==> src/rtl/fsp_pkg.sv <==
// constants shared by the frame statistics and pixel grab logic
// assumes a register port of 7-bit addresses and 8-bit data
package fsp_pkg;

  // ************************************************************
  // register map
  // ************************************************************
  localparam logic [6:0] ADDR_BRIGHT_TOTAL = 7'h09;
  localparam logic [6:0] ADDR_DARKEST      = 7'h0a;
  localparam logic [6:0] ADDR_SAMPLE_GRAB  = 7'h0b;
  localparam logic [6:0] ADDR_RSVD_C       = 7'h0c;
  localparam logic [6:0] ADDR_SENSE_CTRL   = 7'h0d;

  // ************************************************************
  // field layout and reset values
  // ************************************************************
  localparam int         GRAB_VALID_POS  = 7;
  localparam int         SLEEP_SEL_POS   = 1;
  localparam int         DENSITY_SEL_POS = 0;
  localparam logic [7:0] CTRL_WR_MASK    = 8'h03;
  localparam logic [7:0] CTRL_RESET      = 8'h00;
  localparam logic [7:0] GRAB_RESET      = 8'h00;
  localparam int         SUM_LSB         = 7;
  localparam int         SUM_MSB         = 14;

  // ************************************************************
  // image geometry
  // ************************************************************
  localparam int         PIX_W       = 7;
  localparam logic [6:0] PIX_MAX     = 7'h7f;
  localparam int         IMAGE_PIX   = 361;
  localparam int         IDX_W       = 9;
  localparam int         ACC_W       = 16;

  typedef enum logic [1:0] {
    GR_WAIT_FRAME,
    GR_HUNT,
    GR_FULL
  } fsp_grab_state_t;

endpackage

==> src/rtl/fsp_stats_if.sv <==
// pixel stream and frame statistics between the readout top and the stats engine
// assumes one clock shared by both ends
`timescale 1ns/100ps
`default_nettype none
interface fsp_stats_if;
  logic                      frame_start;
  logic                      pix_valid;
  logic [fsp_pkg::PIX_W-1:0] pix_data;
  logic                      frame_end;
  logic                      enable;
  logic [7:0]                sum_hi;
  logic [fsp_pkg::PIX_W-1:0] min_val;

  modport stats (input frame_start, pix_valid, pix_data, frame_end, enable,
                 output sum_hi, min_val);
  modport host (output frame_start, pix_valid, pix_data, frame_end, enable,
                input sum_hi, min_val);
endinterface
`default_nettype wire

==> src/rtl/fsp_frame_stats.sv <==
// per-frame brightness total and darkest pixel engine
// assumes frame_start pulses before the first pixel and frame_end after the last
`timescale 1ns/100ps
`default_nettype none
module fsp_frame_stats (
  input  wire logic   clk,
  input  wire logic   rst,
  fsp_stats_if.stats  sif
);

  logic [fsp_pkg::ACC_W-1:0] acc_q,     acc_d;
  logic [fsp_pkg::PIX_W-1:0] run_min_q, run_min_d;
  logic [7:0]                sum_q;
  logic [fsp_pkg::PIX_W-1:0] min_q;

  // ************************************************************
  // running accumulation
  // ************************************************************
  // power-down freezes the running values so the last frame stays visible
  assign acc_d = sif.frame_start ? '0 :
                 (sif.pix_valid ? acc_q + {{(fsp_pkg::ACC_W-fsp_pkg::PIX_W){1'b0}},
                                           sif.pix_data} : acc_q);
  assign run_min_d = sif.frame_start ? fsp_pkg::PIX_MAX :
                     ((sif.pix_valid && sif.pix_data < run_min_q) ? sif.pix_data
                                                                  : run_min_q); // RULE1

  always_ff @(posedge clk or posedge rst) begin
    if (rst) begin
      acc_q     <= '0;
      run_min_q <= fsp_pkg::PIX_MAX;
    end else if (sif.enable) begin
      acc_q     <= acc_d;
      run_min_q <= run_min_d;
    end
  end

  // latch results at frame end; only bits 14:7 of the total are kept
  always_ff @(posedge clk or posedge rst) begin
    if (rst) begin
      sum_q <= 8'h00;
      min_q <= 7'h00;
    end else if (sif.enable && sif.frame_end) begin
      sum_q <= acc_q[fsp_pkg::SUM_MSB:fsp_pkg::SUM_LSB];
      min_q <= run_min_q; // RULE2
    end
  end

  assign sif.sum_hi  = sum_q;
  assign sif.min_val = min_q;

  // ************************************************************
  // checks
  // ************************************************************
  property p_min_refresh;
    @(posedge clk) disable iff (rst)
    (sif.enable && sif.frame_end) |=> (min_q == $past(run_min_q));
  endproperty
  a_min_refresh: assert property (p_min_refresh) else $error("darkest not refreshed"); // RULE2

  property p_min_tracks;
    @(posedge clk) disable iff (rst)
    (sif.enable && sif.pix_valid && !sif.frame_start) |=> (run_min_q <= $past(sif.pix_data));
  endproperty
  a_min_tracks: assert property (p_min_tracks) else $error("running min above a pixel"); // RULE1

  c_frame_done: cover property (@(posedge clk) disable iff (rst) sif.enable && sif.frame_end);

endmodule // fsp_frame_stats
`default_nettype wire

==> src/rtl/fsp_pixel_grab_top.sv <==
// register-level readout: frame statistics, one-pixel-per-frame grabber, control
// assumes a synchronous register port (one-cycle read/write strobes) and a pixel stream
// Operation
// RULE1 - darkest pixel of the frame is reported as a value 0 to 127
// RULE2 - darkest pixel statistic is refreshed at the end of every frame
// RULE3 - grabber latches at most one pixel per frame, the one at the index
// RULE4 - reading a valid grabbed pixel returns it with the top bit set
// RULE5 - valid read advances the pixel index and re-arms for a later frame
// RULE6 - the controller reads 361 valid pixels to collect one whole image
// RULE7 - any write to the grab register resets the index and arms for pixel 0
// RULE8 - grab register is eight bits: valid flag on top, pixel below
// RULE9 - control bit 1 set means power-down; frame capture halts until cleared
// RULE10 - control bit 0 picks 500 cpi when clear, 1000 cpi when set
`timescale 1ns/100ps
`default_nettype none
module fsp_pixel_grab_top #(
  parameter int IMAGE_PIX = fsp_pkg::IMAGE_PIX
) (
  input  wire logic                      CORE_CLK,
  input  wire logic                      SYS_RST,
  input  wire logic [6:0]                REG_ADDR,
  input  wire logic                      REG_WR,
  input  wire logic                      REG_RD,
  input  wire logic [7:0]                REG_WDATA,
  output var  logic [7:0]                REG_RDATA,
  output var  logic                      REG_RVALID,
  input  wire logic                      FRAME_START,
  input  wire logic                      PIX_VALID,
  input  wire logic [fsp_pkg::PIX_W-1:0] PIX_DATA,
  input  wire logic                      FRAME_END,
  output var  logic                      CAPTURE_EN,
  output var  logic                      CPI_1000
);

  localparam logic [fsp_pkg::IDX_W-1:0] LAST_IDX = fsp_pkg::IDX_W'(IMAGE_PIX - 1);

  fsp_stats_if                 sif ();
  fsp_pkg::fsp_grab_state_t    st_q, st_d;
  logic [fsp_pkg::IDX_W-1:0]   idx_q, idx_d;
  logic [fsp_pkg::IDX_W-1:0]   pos_q;
  logic [fsp_pkg::PIX_W-1:0]   grab_q;
  logic [7:0]                  ctrl_q, ctrl_d;
  logic [7:0]                  rdata_d;
  logic                        run;
  logic                        grab_wr, grab_rd, ctrl_wr, hit, grab_full;

  // ************************************************************
  // stats engine
  // ************************************************************
  // power-down stops the stream from reaching the statistics
  assign run             = !ctrl_q[fsp_pkg::SLEEP_SEL_POS]; // RULE9
  assign sif.frame_start = FRAME_START;
  assign sif.pix_valid   = PIX_VALID;
  assign sif.pix_data    = PIX_DATA;
  assign sif.frame_end   = FRAME_END;
  assign sif.enable      = run;

  fsp_frame_stats u_stats (
    .clk (CORE_CLK),
    .rst (SYS_RST),
    .sif (sif)
  );

  // ************************************************************
  // register decode
  // ************************************************************
  assign grab_wr = REG_WR && (REG_ADDR == fsp_pkg::ADDR_SAMPLE_GRAB);
  assign grab_rd = REG_RD && (REG_ADDR == fsp_pkg::ADDR_SAMPLE_GRAB) && !grab_wr;
  assign ctrl_wr = REG_WR && (REG_ADDR == fsp_pkg::ADDR_SENSE_CTRL);
  assign ctrl_d  = ctrl_wr ? (REG_WDATA & fsp_pkg::CTRL_WR_MASK) : ctrl_q;
  // grabber holds a pixel nobody has read yet
  assign grab_full = (st_q == fsp_pkg::GR_FULL);

  // read mux; reserved and unmapped addresses read zero
  assign rdata_d =
    (REG_ADDR == fsp_pkg::ADDR_BRIGHT_TOTAL) ? sif.sum_hi :
    (REG_ADDR == fsp_pkg::ADDR_DARKEST)      ? {1'b0, sif.min_val} : // RULE1
    (REG_ADDR == fsp_pkg::ADDR_SAMPLE_GRAB)  ? {grab_full, grab_q} : // RULE4 RULE8
    (REG_ADDR == fsp_pkg::ADDR_SENSE_CTRL)   ? ctrl_q : 8'h00;

  // ************************************************************
  // grabber sequencing
  // ************************************************************
  // hit: the pixel now on the stream is the one the index asks for
  assign hit = run && PIX_VALID && (pos_q == idx_q);

  always_comb begin
    st_d  = st_q;
    idx_d = idx_q;
    unique case (st_q)
      fsp_pkg::GR_WAIT_FRAME: if (run && FRAME_START) st_d = fsp_pkg::GR_HUNT;
      fsp_pkg::GR_HUNT: begin
        if (hit) st_d = fsp_pkg::GR_FULL; // RULE3
        else if (FRAME_END || !run) st_d = fsp_pkg::GR_WAIT_FRAME;
      end
      fsp_pkg::GR_FULL: begin
        // a full grabber ignores later frames until it is read
        if (grab_rd) begin
          st_d  = fsp_pkg::GR_WAIT_FRAME; // RULE5
          idx_d = (idx_q == LAST_IDX) ? '0 : idx_q + 1'b1; // RULE5 RULE6
        end
      end
    endcase
    // a write beats everything, including a read in the same cycle
    if (grab_wr) begin
      st_d  = fsp_pkg::GR_WAIT_FRAME; // RULE7
      idx_d = '0; // RULE7
    end
  end

  always_ff @(posedge CORE_CLK or posedge SYS_RST) begin
    if (SYS_RST) begin
      st_q  <= fsp_pkg::GR_WAIT_FRAME;
      idx_q <= '0;
    end else begin
      st_q  <= st_d;
      idx_q <= idx_d;
    end
  end

  // pixel position within the frame and the latched sample
  always_ff @(posedge CORE_CLK or posedge SYS_RST) begin
    if (SYS_RST) begin
      pos_q  <= '0;
      grab_q <= 7'h00;
    end else begin
      if (FRAME_START) pos_q <= '0;
      else if (PIX_VALID) pos_q <= pos_q + 1'b1;
      if (st_q == fsp_pkg::GR_HUNT && hit) grab_q <= PIX_DATA; // RULE3
    end
  end

  // ************************************************************
  // control and read port
  // ************************************************************
  always_ff @(posedge CORE_CLK or posedge SYS_RST) begin
    if (SYS_RST) begin
      ctrl_q     <= fsp_pkg::CTRL_RESET;
      CAPTURE_EN <= 1'b1;
      CPI_1000   <= 1'b0;
      REG_RDATA  <= 8'h00;
      REG_RVALID <= 1'b0;
    end else begin
      ctrl_q     <= ctrl_d;
      CAPTURE_EN <= !ctrl_d[fsp_pkg::SLEEP_SEL_POS]; // RULE9
      CPI_1000   <= ctrl_d[fsp_pkg::DENSITY_SEL_POS]; // RULE10
      REG_RVALID <= REG_RD;
      if (REG_RD) REG_RDATA <= rdata_d;
    end
  end

  // ************************************************************
  // checks
  // ************************************************************
  property p_grab_holds;
    @(posedge CORE_CLK) disable iff (SYS_RST)
    (grab_full && !grab_rd && !grab_wr) |=> (grab_full && $stable(grab_q));
  endproperty
  a_grab_holds: assert property (p_grab_holds) else $error("grabbed pixel lost"); // RULE3

  property p_valid_read;
    @(posedge CORE_CLK) disable iff (SYS_RST)
    (grab_rd && grab_full) |=> (REG_RDATA == {1'b1, $past(grab_q)} && REG_RVALID);
  endproperty
  a_valid_read: assert property (p_valid_read) else $error("valid grab read wrong"); // RULE4

  property p_empty_read;
    @(posedge CORE_CLK) disable iff (SYS_RST)
    (grab_rd && !grab_full) |=> !REG_RDATA[fsp_pkg::GRAB_VALID_POS];
  endproperty
  a_empty_read: assert property (p_empty_read) else $error("empty grab flagged valid"); // RULE8

  property p_advance;
    @(posedge CORE_CLK) disable iff (SYS_RST)
    (grab_rd && grab_full && idx_q != LAST_IDX)
      |=> (idx_q == $past(idx_q) + 1'b1 && st_q == fsp_pkg::GR_WAIT_FRAME);
  endproperty
  a_advance: assert property (p_advance) else $error("index not advanced"); // RULE5

  property p_wrap;
    @(posedge CORE_CLK) disable iff (SYS_RST)
    (grab_rd && grab_full && idx_q == LAST_IDX) |=> (idx_q == '0);
  endproperty
  a_wrap: assert property (p_wrap) else $error("index did not wrap"); // RULE6

  property p_rearm;
    @(posedge CORE_CLK) disable iff (SYS_RST)
    grab_wr |=> (idx_q == '0 && st_q == fsp_pkg::GR_WAIT_FRAME);
  endproperty
  a_rearm: assert property (p_rearm) else $error("write did not re-arm"); // RULE7

  property p_sleep;
    @(posedge CORE_CLK) disable iff (SYS_RST)
    (ctrl_q[fsp_pkg::SLEEP_SEL_POS] && !ctrl_wr && !grab_full)
      |=> (st_q == fsp_pkg::GR_WAIT_FRAME && !CAPTURE_EN);
  endproperty
  a_sleep: assert property (p_sleep) else $error("capture during power-down"); // RULE9

  property p_density;
    @(posedge CORE_CLK) disable iff (SYS_RST)
    ctrl_wr |=> (CPI_1000 == $past(REG_WDATA[fsp_pkg::DENSITY_SEL_POS]));
  endproperty
  a_density: assert property (p_density) else $error("cpi select mismatch"); // RULE10

  c_grab_valid: cover property (@(posedge CORE_CLK) disable iff (SYS_RST)
                                grab_rd && grab_full);
  c_wrap:       cover property (@(posedge CORE_CLK) disable iff (SYS_RST)
                                grab_rd && grab_full && idx_q == LAST_IDX);
  c_sleep:      cover property (@(posedge CORE_CLK) disable iff (SYS_RST)
                                ctrl_wr && REG_WDATA[fsp_pkg::SLEEP_SEL_POS]);

endmodule // fsp_pixel_grab_top
`default_nettype wire

==> config.mk <==
export PLATFORM = sky130hd
export DESIGN_NAME = fsp_pixel_grab_top
export DESIGN_NICKNAME = d
export VERILOG_FILES = /design/src/rtl/fsp_pkg.sv /design/src/rtl/fsp_stats_if.sv /design/src/rtl/fsp_frame_stats.sv /design/src/rtl/fsp_pixel_grab_top.sv
export SDC_FILE = /design/constraint.sdc
export NUM_CORES = 1
export LEC_CHECK = 0
export ABC_CLOCK_PERIOD_IN_PS = 2150
export BUFFER_PORTS_ARGS = -buffer_cell sky130_fd_sc_hd__clkbuf_2
export CORE_MARGIN = 10
export CORE_UTILIZATION = 59
export DETAILED_ROUTE_END_ITERATION = 16
export PLACE_DENSITY = 0.83
export SETUP_SLACK_MARGIN = 0.1
export SLEW_MARGIN = 40
export SYNTH_ARGS = -nofsm -noshare
export SYNTH_HDL_FRONTEND = slang
export SYNTH_HIERARCHICAL = 1
export SYNTH_SLANG_ARGS = --single-unit
==> constraint.sdc <==
create_clock -name CORE_CLK -period 2.15 [get_ports CORE_CLK]
set_clock_uncertainty 0.1 [all_clocks]
set_input_delay 0.1075 -clock CORE_CLK [delete_from_list [all_inputs] [get_ports CORE_CLK]]
set_output_delay 0.1075 -clock CORE_CLK [all_outputs]
set_load 0.005 [all_outputs]
==> results.cfg, run 1 <==
[run_status]
outcome = complete, no violations

[global_route]
grt_pass1_wl_microns = 16000
grt_max_degree = 40
grtUsageTotal_pct = 17.5
antenna_found_initial = 0
overflow = 0
grt_pass1_vias = 3360

[clock_tree]
ctsLongestPathBuffers = 2
clkLatencyLatePin_ps = 360
path_clk_slew_ps = 80
cts-root-buf = clkbuf_8
cts_tree = built
numCtsBuffers = 9
clock-sinks = 76
ctsHtreeMaxLevel = 3

[place]
hpwl_microns = 6680
placedCellCount = 535
io_buffers = 33
gp_congestion = 0.894

[drt]
drt-pass1-iter-count = 5
wl_microns = 9500
first_iter_violations = 168
postRouteAntennaNets = 0
vias = 3271
route.detailed.drc = 0
viasPerCell = 5.81
wl_per_cell_microns = 16.9

[final_layout]
drive_above_1_share_pct = 24.8
final_nets = 512
area_growth_pct = 15.1
antenna_cells = 0
stdcell_count = 563
num-fill-cells = 503

[timing]
rsz0062_at_grt = yes
worst_pin_slew_ps = 496
final_max_slew_viol_count = 0
finalHoldViolCount = 0
fmax_mhz = 501
period_share_pct = 92.9
setup_violations = 0
slew_headroom_pct = 66.9
fin_tns_setup_ps = 0
period_needed_ps = 2000

[synth]
synthCells = 408
synth_fp_nets = 457
yosysWarnings = 6
syn_area_sq_um = 4230
synth_seq_area_share_pct = 45.2
avgSynthCellArea_sq_um = 10.4
yosys_register_bits = 76
yosysTopAreaCell = dfrtp_1
ys_async_sr_fraction_pct = 100
synth_top_area_share_pct = 40.2
synth-main-ff-cell = dfrtp_1
synth_edf_count = 0
synth_area_leaders = dfrtp_1 40%, mux2_2 6.1%, ha_1 5.6%, dfstp_2 5.0%, mux2i_1 3.5%
yosysUniqueCellTypes = 57

[floorplan]
initial_core_util_pct = 61.6
core_sq_um = 6870
io_pins = 40
die_area_sq_um = 11000
row_count = 30
die_w_microns = 105
die_h_microns = 105

[setup_path]
critPathLaunchType = register
reg2regPathDepth = 6
cp_num_buf_inv = 1
cp_cell_sequence = inv_1 -> ha_1 -> a211oi_2 -> o21ai_0 -> a41o_2 -> mux2i_1
cp_slowest_cell = dfstp_2
max_stage_delay_ps = 520
rr_endpoint = u_stats/run_min_q[6]
r2r-start = u_stats/run_min_q[6]
end_kind = register
path_class = register to register
rrSetupSlack_ps = 150
cp_top_family = compound AO/OA/AOI/OAI gates
cp_max_fo = 7
cp.arrival_ps = 2170
crit_required_ps = 2320

[worst_hold_path]
hp-start = REG_WR
whs_path_depth = 4
hold_end = ctrl_q[1]
min_path_type = input port to register

[pwr]
leakage_nw = 2.26
irDropWorstVdd_mv = 0.615
finalPower_mw = 3.86
p_per_area_nw_per_um2 = 792

[flow_run]
maxCapViolations = 0
worst reg2reg max path: cells and delay by family, from the launching register on:
kind,cells,cell delay [ps]
adders and majority gates,1,320
buffers and inverters,1,60
AOI/OAI and AO/OA,3,710
muxes,1,210
DFF,1,520
stage by stage:
stage / worst slack (ps) / cell area [sq um] / utilization, % / hold slack [ps]
finish: 152 / 4870 / 70.9 / 25.6
global route: 95.1 / 4870 / 70.9 / 47.8
detailed placement: 114 / 4520 / 65.8 / 146
global placement: 171 / 4520 / 65.8 / 136
floorplan: 222 / 4230 / - / 38.9
CTS: 116 / 4820 / 70.2 / 19.3
final cells by class:
| cell class | count | area [sq um] | share of cell area [%] |
|---|---|---|---|
| well taps | 96 | 120 | 2.47 |
| repair buffers | 58 | 383 | 7.86 |
| clock buffers | 11 | 151 | 3.11 |
| clock inverters | 4 | 25.0 | 0.514 |
| flip-flops and latches | 76 | 1910 | 39.2 |
| multi-input cells | 293 | 2190 | 44.9 |
| inverters | 25 | 93.8 | 1.93 |
layout by cell type, fill, tap and decap left out, types with 2 or more instances in the layout:
cell | netlist | routed
inv_1 | 25 | 25
dlygate4sd3_1 | 0 | 12
nor2b_1 | 2 | 2
clkbuf_8 | 0 | 11
and3_4 | 3 | 3
a22o_1 | 4 | 4
a211oi_2 | 1 | 2
clkinvlp_4 | 0 | 2
o2bb2ai_1 | 5 | 5
nand2b_1 | 12 | 12
a31oi_4 | 1 | 2
ha_1 | 19 | 17
xnor2_1 | 13 | 13
nor3_1 | 6 | 6
a22oi_1 | 5 | 5
a21o_1 | 4 | 4
o21ai_0 | 28 | 28
xor2_1 | 7 | 7
clkbuf_2 | 0 | 33
dfrtp_1 | 68 | 68
a21oi_2 | 0 | 2
a211o_1 | 2 | 2
buf_4 | 0 | 13
a211oi_1 | 3 | 2
a221oi_1 | 2 | 2
mux2_2 | 23 | 23
a21oi_1 | 16 | 14
o211ai_1 | 5 | 5
o21ai_1 | 3 | 3
or3_1 | 3 | 3
mux2i_1 | 15 | 15
clkinv_2 | 0 | 2
dfstp_2 | 8 | 8
nand3_1 | 5 | 4
nand3_2 | 1 | 2
nor2_1 | 25 | 25
and3_1 | 7 | 7
nand4_1 | 9 | 9
o31ai_1 | 7 | 7
nand2_1 | 36 | 36
cell usage after synthesis (5+ instances only):
library cell and n:
dfrtp_1 68, nand2_1 36, o21ai_0 28, inv_1 25, nor2_1 25, mux2_2 23, ha_1 19, a21oi_1 16
mux2i_1 15, xnor2_1 13, nand2b_1 12, clkbuf_1 9, nand4_1 9, dfstp_2 8, and3_1 7, o31ai_1 7
xor2_1 7, nor3_1 6, a22oi_1 5, nand3_1 5, o211ai_1 5, o2bb2ai_1 5
layer usage:
| layer | GRT usage, % | up-vias | share of wire (%) | wire length, microns |
|---|---|---|---|---|
| met5 | 0 | - | 0 | 0 |
| li1 | - | 1565 | - | - |
| met2 | 30.3 | 79 | 51 | 4820 |
| met4 | 7.06 | 0 | 2.4 | 227 |
| met3 | 3.01 | 19 | 3.5 | 332 |
| met1 | 21.0 | 1608 | 43 | 4110 |
sequential cells by signal, indices dropped and copies added (netlist names), 2 cells and up:
signal and count:
u_stats/run_min_q 7, st_q 2, u_stats/sif.min_val 7, u_stats/acc_q 15
u_stats/sif.sum_hi 8, REG_RDATA 8, ctrl_q 2, pos_q 9
idx_q 9, grab_q 7
how the worst max path moves through the flow:
stage                         start              endpoint  depth (start not counted)
2_1_floorplan              idx_q[0]              idx_q[3]                          7
3_3_place_gp       u_stats/acc_q[0]     u_stats/acc_q[12]                          8
3_5_place_dp   u_stats/run_min_q[4]  u_stats/run_min_q[6]                          6
4_1_cts                     st_q[0]              idx_q[4]                          7
5_1_grt            u_stats/acc_q[0]     u_stats/acc_q[10]                          8
6_report       u_stats/run_min_q[6]  u_stats/run_min_q[6]                          6
cells by family after synthesis:
family | synth area share (%)
compound gates | 15.6
xor+xnor | 4.14
fa+ha+maj | 6.09
buf+inv | 4.20
flops | 45.2
mux | 9.67
simple gates | 15.1
power by group:
group	internal, mW	switching [mW]
Clock	0.472	0.537
Combinational	0.508	0.588
Sequential	1.63	0.121
what timing repair did:
action	4_1_cts	5_1_grt
buffers inserted	0	1
pin swaps	0	1
hold endpoints to repair	89	0
hold buffers	12	0
gates resized for setup	1	9
endpoints found under the setup margin	1	12
Note: power is estimated with default switching activity, not from simulation.
==> inputs of run 2 (changes only) <==
- CTS_BUF_LIST: not set -> sky130_fd_sc_hd__clkbuf_16
==> run 2 against run 1 <==
Compared with the run above: sequential power hardly changed; highest routed layer unchanged; total power is 8.9% higher; utilization is 1.2 points higher; fmax is 1.7% lower.
==> results.cfg, run 2 (synthesis gave the netlist of run 1 again) <==
[final_layout]
stdcell_count = 561
final_common_cell = dfrtp_1
largest_reg_flops = 15
final_cell_mix = 68 x dfrtp_1, 36 x nand2_1, 33 x clkbuf_2
drive_above_1_share_pct = 24.7
regMostFlops = u_stats/acc_q
antenna_cells = 0
final_nets = 510
num-fill-cells = 482
design_area_sq_um = 4950
reg_top3 = u_stats/acc_q: 15 flops, idx_q: 9 flops, pos_q: 9 flops
area_growth_pct = 17.0

[drt]
drt-pass1-iter-count = 5
wl_per_cell_microns = 17.7
wl_microns = 9910
first_iter_violations = 180
viasPerCell = 5.86
route.detailed.drc = 0
vias = 3286
postRouteAntennaNets = 0

[clock_tree]
path_clk_slew_ps = 60
clkLatencyLatePin_ps = 340
cts-root-buf = clkbuf_16
clock-sinks = 76
cts_tree = built
numCtsBuffers = 9
ctsLongestPathBuffers = 2
ctsHtreeMaxLevel = 3
postCtsSetupRepairBufs = 0

[timing]
hold_ws_ps = 20.2
fin_tns_setup_ps = 0
fmax_mhz = 492
final_max_slew_viol_count = 0
slew_headroom_pct = 65.8
period_needed_ps = 2030
worst_pin_slew_ps = 514
finalHoldViolCount = 0
setup_slack_ps = 118
rsz0062_at_grt = yes
setup_violations = 0
period_share_pct = 94.5

[setup_path]
end_kind = register
path_class = register to register
crit_required_ps = 2330
rrSetupSlack_ps = 120
cp_top_family = simple AND/OR/NAND/NOR gates
cp_num_buf_inv = 1
cp_slowest_cell = or3_4
critPathLaunchType = register
cp_max_fo = 6
max_stage_delay_ps = 450
cp.arrival_ps = 2210
cp_cell_sequence = inv_1 -> ha_2 -> a21o_1 -> nand3_1 -> or3_4 -> or3b_1 -> nand2_1

[pwr]
p_per_area_nw_per_um2 = 849
leakage_nw = 2.29
irDropWorstVdd_mv = 0.530

[place]
placed_area_sq_um = 4520
place_ws_ps = 114
hpwl_microns = 6680
io_buffers = 33
gp_congestion = 0.894
placedCellCount = 535

[global_route]
grt_pass1_wl_microns = 16300
overflow = 0
grtUsageTotal_pct = 17.9
grt_max_degree = 40
grt_pass1_vias = 3381
antenna_found_initial = 0

[floorplan]
initial_core_util_pct = 61.6
die_h_microns = 105
core_sq_um = 6870
row_count = 30
die_area_sq_um = 11000
die_w_microns = 105
io_pins = 40

[run_status]
outcome = complete, no violations

[worst_hold_path]
min_path_type = input port to register

[flow_run]
maxCapViolations = 0
==> run 2: cell types whose count changed in the layout (fill, tap and decap cells not counted), sizes merged <==
| cell | previous run | this run |
|---|---|---|
| clkbuf | 44 | 42 |
| buf | 13 | 12 |
| clkinv | 2 | 4 |
| dlygate4sd3 | 12 | 11 |
==> run 2: final timing paths <==
path	start	endpoint	cells past startpoint
setup / recovery	st_q[0]	idx_q[4]	7
hold / removal	PIX_DATA[4]	grab_q[4]	2
setup reg to reg	st_q[0]	idx_q[4]	7
hold reg to reg	u_stats/sif.min_val[1]	u_stats/sif.min_val[1]	2
max in group asynchronous	SYS_RST	CAPTURE_EN	4
min in group asynchronous	SYS_RST	u_stats/sif.min_val[1]	4
==> run 2: stage by stage <==
step | utilization (%) | total power, mW
after CTS | 71.2 | 4.16
after global routing | 72.1 | 4.44
final | 72.1 | 4.20
after global placement | 65.8 | 2.73
after floorplan | - | 2.52
after detailed placement | 65.8 | 2.79
==> run 2: area by class of cell <==
| type | instances | area [sq um] | area share [%] |
|---|---|---|---|
| clock buffers | 9 | 225 | 4.55 |
| clock inverters | 6 | 32.5 | 0.657 |
| inverters | 25 | 93.8 | 1.90 |
| multi-input cells | 293 | 2200 | 44.5 |
| well taps | 96 | 120 | 2.43 |
| flip-flops and latches | 76 | 1910 | 38.6 |
| repair buffers | 56 | 365 | 7.38 |
==> run 2: report_power, final <==
group	total, mW	switching, mW	internal [mW]
combinational	1.11	0.604	0.506
sequential	1.76	0.126	1.64
clock	1.33	0.570	0.761
total	4.20	1.30	2.90
==> run 2: what timing repair did <==
| action | in CTS | in global routing |
|---|---|---|
| pin swaps | 0 | 3 |
| endpoints found under the hold margin | 82 | 0 |
| endpoints found under the setup margin | 4 | 17 |
| cloned | 0 | 0 |
| hold buffers | 11 | 0 |
| gates resized for setup | 1 | 12 |
==> run 2: routing by layer <==
metal	global-route usage (%)	share of wire (%)
met5	0	0
met4	7.06	2.0
met3	3.69	4.0
met2	30.4	51
met1	21.6	43
==> inputs of run 3 (changes only) <==
==> constraint.sdc (replaced) <==
create_clock -name CORE_CLK -period 2.15 [get_ports CORE_CLK]
set_clock_uncertainty 0.1 [all_clocks]
set_input_delay 0.5375 -clock CORE_CLK [delete_from_list [all_inputs] [get_ports CORE_CLK]]
set_output_delay 0.5375 -clock CORE_CLK [all_outputs]
set_load 0.005 [all_outputs]
==> run 3 against run 2 <==
Compared with the run above: register-to-register slack gained 50 ps; cell count up 0.18%; via count rose by 0.91%; highest routed layer unchanged.
==> results.cfg, run 3 (synthesis gave the netlist of run 1 again) <==
[setup_path]
cp_slowest_cell = fa_2
end_kind = register
max_stage_delay_ps = 350
cp.arrival_ps = 2090
crit_required_ps = 2260
path_class = register to register
cp_cell_sequence = ha_2 -> inv_2 -> fa_2 -> nand2b_4 -> a21o_1 -> a31oi_4 -> a211o_1 -> o211ai_1
critPathLaunchType = register
cp_max_fo = 4

[clock_tree]
path_clk_slew_ps = 60
ctsLongestPathBuffers = 2
cts_tree = built
clkLatencyLatePin_ps = 330
ctsHtreeMaxLevel = 3
cts-root-buf = clkbuf_16
numCtsBuffers = 9
holdBufCountCts = 0
clock-sinks = 76

[timing]
finalHoldViolCount = 0
fin_tns_setup_ps = 0
worst_pin_slew_ps = 525
rsz0062_at_grt = yes
period_share_pct = 92.0
setup_slack_ps = 172
hold_ws_ps = 200
setup_violations = 0
fmax_mhz = 505
period_needed_ps = 1980
slew_headroom_pct = 64.9
final_max_slew_viol_count = 0

[global_route]
grt_pass1_wl_microns = 16800
overflow = 0
antenna_found_initial = 0
grtUsageTotal_pct = 18.4
grt_max_degree = 40
grt_pass1_vias = 3500

[pwr]
comb_power_share_pct = 24.6
p_seq_share_pct = 40.0
sw_frac_of_total_pct = 28.8
leakage_nw = 2.33
p_switching_mw = 1.27
p_int_mw = 3.15
p_per_area_nw_per_um2 = 893
irDropWorstVdd_mv = 0.541
clock_power_share_pct = 35.3

[drt]
route.detailed.drc = 0
drt-pass1-iter-count = 4
postRouteAntennaNets = 0
first_iter_violations = 145
wl_microns = 9970
viasPerCell = 5.90
vias = 3316
wl_per_cell_microns = 17.7

[final_layout]
final_nets = 511
largest_reg_flops = 15
final_cell_mix = 68 x dfrtp_1, 36 x nand2_1, 33 x clkbuf_2
area_growth_pct = 16.9
regMostFlops = u_stats/acc_q
drive_above_1_share_pct = 27.0
reg_top3 = u_stats/acc_q: 15 flops, idx_q: 9 flops, pos_q: 9 flops
antenna_cells = 0
stdcell_count = 562
design_area_sq_um = 4950
final_common_cell = dfrtp_1

[floorplan]
die_h_microns = 105
die_w_microns = 105
die_area_sq_um = 11000
initial_core_util_pct = 61.6
row_count = 30
io_pins = 40
core_sq_um = 6870

[place]
placed_area_sq_um = 4620
place_ws_ps = -117
io_buffers = 33
gp_congestion = 0.870
placedCellCount = 546
hpwl_microns = 7110

[flow_run]
maxCapViolations = 0

[worst_hold_path]
min_path_type = input port to async pin

[run_status]
outcome = complete, no violations
[run 3: final timing paths]
| check | startpoint | cells after the start | end | slack (ps) |
|---|---|---|---|---|
| max | u_stats/acc_q[0] | 8 | u_stats/acc_q[10] | 170 |
| min | SYS_RST | 3 | pos_q[3] | 200 |
| max reg2reg | u_stats/acc_q[0] | 8 | u_stats/acc_q[10] | 170 |
| min reg2reg | REG_RDATA[5] | 1 | REG_RDATA[5] | 390 |
| max in group asynchronous | SYS_RST | 3 | CAPTURE_EN | 1370 |
| min in group CORE_CLK | REG_WDATA[1] | 2 | CAPTURE_EN | 260 |
[run 3: power by group through the flow]
stage | clock network [mW] | logic, mW | registers, mW
after floorplan | 0 | 0.787 | 1.74
after global placement | 0 | 0.993 | 1.77
after detailed placement | 0 | 1.06 | 1.79
after CTS | 1.58 | 1.08 | 1.77
after global routing | 1.64 | 1.20 | 1.79
final | 1.56 | 1.09 | 1.77
[run 3: critical path: cells and delay by family (launching register included)]
family	cells	cell delay [ps]
compound gates	4	690
fa+ha+maj	2	540
flops	1	340
simple gates	1	150
buf+inv	1	40
[run 3: per-stage QoR]
stage	utilization [%]	total power, mW
floorplan	-	2.53
global placement	67.2	2.76
detailed placement	67.2	2.85
CTS	71.7	4.43
global route	72.0	4.64
finish	72.0	4.42
[run 3: timing repair]
item                                    4_1_cts  5_1_grt
resized for setup                             1        5
setup buffers                                 0        1
endpoints found under the setup margin        2       13
pin swaps                                     0        2
[run 3: layout make-up]
class	count	area, sq um
clock buffer	9	225
clock inverter	6	80.1
fill	491	1920
inverter	25	93.8
multi-input combinational	293	2170
sequential	76	1910
tap	96	120
timing repair buffer	57	345
[run 3: metal layers]
metal | GRT usage, % | routed length, microns
met1 | 21.2 | 4180
met2 | 31.4 | 5080
met3 | 3.19 | 379
met4 | 11.0 | 325
met5 | 0 | 0
